$ cat src/iql_pkg.sv
// package for the interrupt queue length register bank
// assumes a plain single-cycle register port and one clock domain
// Functional notes
// - channel length register, RW, reset zero; rx codes high half, channel 0 top nibble
// - receive queue length is (1 + rx code) times 32 doublewords, codes 0 to 15
// - config queue length is (1 + code) times 32; code at shared bits 23:20
// - peripheral queue length is (1 + code) times 32; code at shared bits 19:16
// - shared length register, RW, reset zero; bits 31:24 and 15:0 read zero
package iql_pkg;
   localparam int unsigned ADDR_W        = 8;
   localparam int unsigned DATA_W        = 32;
   localparam int unsigned CODE_W        = 4;
   localparam int unsigned LEN_W         = 10;
   localparam int unsigned NUM_CH        = 4;
   localparam int unsigned UNIT_SHIFT    = 5;
   localparam logic [ADDR_W-1:0] CHAN_LEN_OFS   = 8'h0C;
   localparam logic [ADDR_W-1:0] SHARED_LEN_OFS = 8'h10;
   localparam logic [DATA_W-1:0] CHAN_LEN_RST   = 32'h00000000;
   localparam logic [DATA_W-1:0] SHARED_LEN_RST = 32'h00000000;
   localparam logic [DATA_W-1:0] SHARED_LEN_MASK = 32'h00FF0000;
   localparam int unsigned RX_LSB0       = 28;
   localparam int unsigned TX_LSB0       = 12;
   localparam int unsigned CFG_LSB       = 20;
   localparam int unsigned PER_LSB       = 16;
   localparam logic [DATA_W-1:0] UNMAPPED_RD = 32'h00000000;
endpackage : iql_pkg

$ cat src/iql_len_calc.sv
// converts one 4-bit queue length code into a length in doublewords
// assumes the code comes from a register, so the result is registered too
`timescale 1ns/1ns
module iql_len_calc (
   // clock and reset
   input  wire logic                            clk,
   input  wire logic                            arst_n,
   input  wire logic                            clk_en,
   // code in, length out
   input  wire logic [iql_pkg::CODE_W-1:0]      code,
   output logic      [iql_pkg::LEN_W-1:0]       len_dw
);
   logic [iql_pkg::LEN_W-1:0] len_ff;
   logic [iql_pkg::LEN_W-1:0] nxt_len;

   always_comb begin
      // (code + 1) * 32, widened first so code 15 gives 512 without wrap
      nxt_len = iql_pkg::LEN_W'({1'b0, code} + 5'h01) << iql_pkg::UNIT_SHIFT;
   end

   always_ff @(posedge clk or negedge arst_n) begin
      if (!arst_n) begin
         len_ff <= iql_pkg::LEN_W'(32);
      end else if (clk_en) begin
         len_ff <= nxt_len;
      end
   end

   assign len_dw = len_ff;
endmodule : iql_len_calc

$ cat src/iql_regs.sv
// interrupt queue length register bank with decoded queue lengths
// assumes one-cycle strobes from the master and read data taken the next cycle
//
// Local design decision: strobed register access.
`timescale 1ns/1ns
module iql_regs (
   // clock and reset
   input  wire logic                             clk,
   input  wire logic                             arst_n,
   input  wire logic                             clk_en,
   // register port
   input  wire logic [iql_pkg::ADDR_W-1:0]       reg_addr,
   input  wire logic [iql_pkg::DATA_W-1:0]       reg_wdata,
   input  wire logic                             reg_wr,
   input  wire logic                             reg_rd,
   output logic      [iql_pkg::DATA_W-1:0]       reg_rdata,
   // codes toward the dma logic
   output logic      [iql_pkg::CODE_W-1:0]       rx_queue_length_code [iql_pkg::NUM_CH],
   output logic      [iql_pkg::CODE_W-1:0]       tx_queue_length_code [iql_pkg::NUM_CH],
   output logic      [iql_pkg::CODE_W-1:0]       config_queue_length_code,
   output logic      [iql_pkg::CODE_W-1:0]       peripheral_queue_length_code,
   // queue lengths in doublewords, one cycle behind the codes
   output logic      [iql_pkg::LEN_W-1:0]        rx_queue_len_dw [iql_pkg::NUM_CH],
   output logic      [iql_pkg::LEN_W-1:0]        tx_queue_len_dw [iql_pkg::NUM_CH],
   output logic      [iql_pkg::LEN_W-1:0]        config_queue_len_dw,
   output logic      [iql_pkg::LEN_W-1:0]        peripheral_queue_len_dw
);
   logic [iql_pkg::DATA_W-1:0] chan_len_ff;
   logic [iql_pkg::DATA_W-1:0] shared_len_ff;
   logic [iql_pkg::DATA_W-1:0] rdata_ff;
   logic [iql_pkg::DATA_W-1:0] nxt_chan_len;
   logic [iql_pkg::DATA_W-1:0] nxt_shared_len;
   logic [iql_pkg::DATA_W-1:0] nxt_rdata;

   function automatic logic [iql_pkg::CODE_W-1:0] nib(
      input logic [iql_pkg::DATA_W-1:0] word,
      input int unsigned                lsb);
      nib = word[lsb +: iql_pkg::CODE_W];
   endfunction : nib

   always_comb begin
      nxt_chan_len   = chan_len_ff;
      nxt_shared_len = shared_len_ff;
      nxt_rdata      = rdata_ff;
      if (reg_wr && reg_addr == iql_pkg::CHAN_LEN_OFS) begin
         nxt_chan_len = reg_wdata;
      end
      if (reg_wr && reg_addr == iql_pkg::SHARED_LEN_OFS) begin
         // unused bits are never stored, so they always read zero
         nxt_shared_len = reg_wdata & iql_pkg::SHARED_LEN_MASK;
      end
      if (reg_rd) begin
         unique case (reg_addr)
            iql_pkg::CHAN_LEN_OFS:   nxt_rdata = chan_len_ff;
            iql_pkg::SHARED_LEN_OFS: nxt_rdata = shared_len_ff;
            default:                 nxt_rdata = iql_pkg::UNMAPPED_RD;
         endcase
      end else begin
         // data stands only in the cycle after the read strobe
         nxt_rdata = iql_pkg::UNMAPPED_RD;
      end
   end

   always_ff @(posedge clk or negedge arst_n) begin
      if (!arst_n) begin
         chan_len_ff   <= iql_pkg::CHAN_LEN_RST;
         shared_len_ff <= iql_pkg::SHARED_LEN_RST;
         rdata_ff      <= iql_pkg::UNMAPPED_RD;
      end else if (clk_en) begin
         chan_len_ff   <= nxt_chan_len;
         shared_len_ff <= nxt_shared_len;
         rdata_ff      <= nxt_rdata;
      end
   end

   assign reg_rdata = rdata_ff;

   // channel 0 sits in the top nibble of each half
   for (genvar i = 0; i < iql_pkg::NUM_CH; i++) begin : g_ch
      assign rx_queue_length_code[i] = nib(chan_len_ff, iql_pkg::RX_LSB0 - 4 * i);
      assign tx_queue_length_code[i] = nib(chan_len_ff, iql_pkg::TX_LSB0 - 4 * i);

      iql_len_calc u_rx_len (
         .clk    (clk),
         .arst_n (arst_n),
         .clk_en (clk_en),
         .code   (rx_queue_length_code[i]),
         .len_dw (rx_queue_len_dw[i])
      );

      iql_len_calc u_tx_len (
         .clk    (clk),
         .arst_n (arst_n),
         .clk_en (clk_en),
         .code   (tx_queue_length_code[i]),
         .len_dw (tx_queue_len_dw[i])
      );
   end

   assign config_queue_length_code     = nib(shared_len_ff, iql_pkg::CFG_LSB);
   assign peripheral_queue_length_code = nib(shared_len_ff, iql_pkg::PER_LSB);

   iql_len_calc u_cfg_len (
      .clk    (clk),
      .arst_n (arst_n),
      .clk_en (clk_en),
      .code   (config_queue_length_code),
      .len_dw (config_queue_len_dw)
   );

   iql_len_calc u_per_len (
      .clk    (clk),
      .arst_n (arst_n),
      .clk_en (clk_en),
      .code   (peripheral_queue_length_code),
      .len_dw (peripheral_queue_len_dw)
   );

   // base alignment is software's job; lengths here count upward from the base
endmodule : iql_regs

$ cat config.mk
export PLATFORM = sky130hd
export DESIGN_NAME = iql_regs
export DESIGN_NICKNAME = d
export VERILOG_FILES = /design/src/iql_pkg.sv /design/src/iql_len_calc.sv /design/src/iql_regs.sv
export SDC_FILE = /design/constraint.sdc
export NUM_CORES = 1
export LEC_CHECK = 0
export BUFFER_PORTS_ARGS = -buffer_cell sky130_fd_sc_hd__buf_4
export CAP_MARGIN = 5
export CORE_ASPECT_RATIO = 0.8
export CORE_MARGIN = 2
export CORE_UTILIZATION = 35
export CTS_CLUSTER_DIAMETER = 30
export CTS_CLUSTER_SIZE = 16
export DETAILED_ROUTE_END_ITERATION = 16
export HOLD_SLACK_MARGIN = 0.02
export SLEW_MARGIN = 10
export SYNTH_ARGS = -nofsm -noshare
export SYNTH_HDL_FRONTEND = slang
export SYNTH_HIERARCHICAL = 1
export SYNTH_SLANG_ARGS = --single-unit
$ cat constraint.sdc
create_clock -name clk -period 1.25 [get_ports clk]
set_clock_uncertainty 0.2 [all_clocks]
set_input_delay 0.25 -clock clk [delete_from_list [all_inputs] [get_ports clk]]
set_output_delay 0.25 -clock clk [all_outputs]
set_load 0.02 [all_outputs]
==> results_dict.tcl <==
set metrics [dict create \
    seqPwrFrac_pct 39.2 \
    rows 41 \
    arrival_ps 1080 \
    power.share.clock_pct 47.6 \
    grt_max_degree 58 \
    worst_slack_ps -281 \
    r2r_slack_ps -230 \
    hp-class "in -> reg" \
    clk_latency_ps 410 \
    die_area_mm2 0.0171 \
    cts_root_buffer "clkbuf_16" \
    power_w 0.0106 \
    die_w_um 146 \
    setup_viol 209 \
    synthDistinctLibCells 30 \
    antenna-diode-count 0 \
    r2r_cells 4 \
    chipHeight_um 117 \
    synth_edf_count 0 \
    wl_um 18100 \
    synthArstFlopShare_pct 100 \
    reg2reg_from "chan_len_ff[25]" \
    wl_per_cell_um 18.0 \
    cp_max_fo 2 \
    worst_setup_path_end_kind "output port" \
    synth.area.top_cells "dfrtp_1 (50%), mux2_4 (8.0%), buf_4 (6.9%)" \
    syn_inst 432 \
    peakVddDrop_v 0.000915 \
    grt_pass1_wl_um 26100 \
    ys.flop_type "dfrtp_1" \
    pin_count 217 \
    ys_top_cells_by_count "dfrtp_1 (112), buf_4 (52), mux2_4 (30)" \
    cts_buffers 17 \
    drv_cap 0 \
    core-area_mm2 0.0157 \
    gp_congestion 0.766 \
    grt_antenna_before_repair 0 \
    synth.avg_cell_area_um2 13.0 \
    p_switching_w 0.00254 \
    synth_top_cell_area_share_pct 49.8 \
    outcome "finished with violations" \
    yosys.area.top_type "dfrtp_1" \
    grt_remaining_overflow 0 \
    rsz0062_at_grt "true" \
    worstPathRequired_ps 800 \
    drt_iter0_drc 134 \
    port_buffers 166 \
    layout.nets 829 \
    grtUsageTotal_pct 19.7 \
    ant_nets 0 \
    synth.yosys.warnings 6 \
    cp-endpoint "config_queue_length_code[0]" \
    grt_pass1_vias 4767 \
    firstDrtPassIters 4 \
    synthesis.area_mm2 0.00563 \
    fin_cells 1002 \
    cts_tree "built" \
    hold_violations 0 \
    htreeDepth 4 \
    finalMaxSlewViolations 0 \
    final_util_pct 63.8 \
    finalCritPeriodShare_pct 123 \
    cp-start-kind "flip-flop" \
    violations "negative setup slack" \
    max_freq_mhz 653 \
    yosysSeqAreaShare_pct 54.5 \
    internal-power_w 0.00810 \
    yosysMostFrequentCell "dfrtp_1" \
    drc 0 \
    dp_hpwl_um 9880 \
    dp_slack_ps -596 \
    viasPerCell 4.61 \
    vias 4615 \
    crit_start "shared_len_ff[20]" \
    dp.cells 824 \
    min_period_ps 1530 \
    clkTransAtPathRegs_ps 50 \
    cts_sinks 122 \
    drive_gt1_share_pct 60.2 \
    power.density_mw_per_mm2 1060 \
    synth_seq_cells 122 \
    start_util_pct 35.7 \
    leakagePower_nw 4.93 \
    combPwrFrac_pct 13.2 \
    r2r-end "g_ch[1].u_rx_len/len_dw[6]" \
    switching_share_pct 23.9 \
    clockBufferDepth 2 \
    worstSetupPathType "reg -> out" \
    synthToLayoutAreaGrowth_pct 78.5 \
]
## cell type report
class | count | area [um^2]
multi-input combinational | 258 | 2360
tap | 215 | 269
inverter | 21 | 78.8
timing repair buffer | 354 | 3630
sequential | 122 | 3090
clock inverter | 8 | 115
fill | 1202 | 5710
clock buffer | 24 | 492
## worst min-delay path by stage
stage / slack, ps / from / cells after the start / to
after floorplan: -250 / arst_n / 0 / chan_len_ff[0]
after global placement: -120 / arst_n / 1 / u_cfg_len/len_dw[6]
after detailed placement: -120 / arst_n / 1 / u_cfg_len/len_dw[6]
after CTS: 110 / reg_rd / 3 / reg_rdata[17]
after global routing: 30 / reg_rd / 3 / reg_rdata[20]
final: 20 / reg_rd / 3 / reg_rdata[21]
## logic make-up (layout without fill, tap and decap cells)
| group | Yosys count | in the layout | share of synthesized area, % |
|---|---|---|---|
| xor gates and xnor gates | 20 | 20 | 3.11 |
| other | 10 | 50 | 0.667 |
| and+or+nand+nor | 48 | 48 | 4.89 |
| DFF | 122 | 122 | 54.5 |
| AOI/OAI and AO/OA | 70 | 70 | 8.72 |
| muxes | 60 | 60 | 13.8 |
| adders and majority gates | 10 | 10 | 2.22 |
| buffers and inverters | 92 | 407 | 12.1 |
## through the flow
| step | instance area [um^2] | hold slack, ps | setup TNS, ps |
|---|---|---|---|
| floorplan | 5800 | -246 | -21860 |
| global placement | 7110 | -120 | -34590 |
| detailed placement | 7110 | -119 | -35670 |
| CTS | 9590 | 113 | -28830 |
| global route | 10000 | 33.2 | -35650 |
| finish | 10000 | 21.9 | -28470 |
## sequential cells by signal, indices dropped and copies added, names as in the netlist
register	cells
chan_len_ff	32
reg_rdata	32
g_ch.u_rx_len/len_dw	20
g_ch.u_tx_len/len_dw	20
shared_len_ff	8
u_cfg_len/len_dw	5
u_per_len/len_dw	5
## routing by layer
layer  vias to the layer above  global-route usage [%]  share of wire (%)
met2                       157                    33.6                 50
met3                        24                    5.95                4.7
met5                         -                       0                  0
li1                       2089                       -                  -
met4                         0                    5.02                1.5
met1                      2345                    24.6                 44
## cells in the final DEF, fill, tap and decap left out, types with 19 or more instances in the layout
cell type      count
dlygate4sd3_1     33
clkbuf_16         19
buf_6            179
dfrtp_2           23
conb_1            50
mux2_4            40
inv_1             21
nor2_1            20
dfrtp_1           89
a22o_1            24
buf_4            126
## power by group through the flow
stage          Clock, W  Sequential (W)  Combinational [W]
6_report        0.00506         0.00417            0.00141
2_1_floorplan         0         0.00436           0.000485
3_5_place_dp          0         0.00422            0.00101
5_1_grt         0.00535         0.00418            0.00149
3_3_place_gp          0         0.00422           0.000994
4_1_cts         0.00513         0.00416            0.00132
## what timing repair did
action                                  4_1_cts  5_1_grt
cloned                                        4        3
pin swaps                                    27       43
resized for setup                           207       68
setup buffers                                84       43
endpoints found under the setup margin      168      225
hold endpoints to repair                    162        0
hold buffers                                 34        0
## worst max-delay path: stages (launching register included)
cell	delay [ps]
dfrtp_2	420
buf_6	130
buf_6	120
No activity file was read; power rests on OpenSTA's default activity.
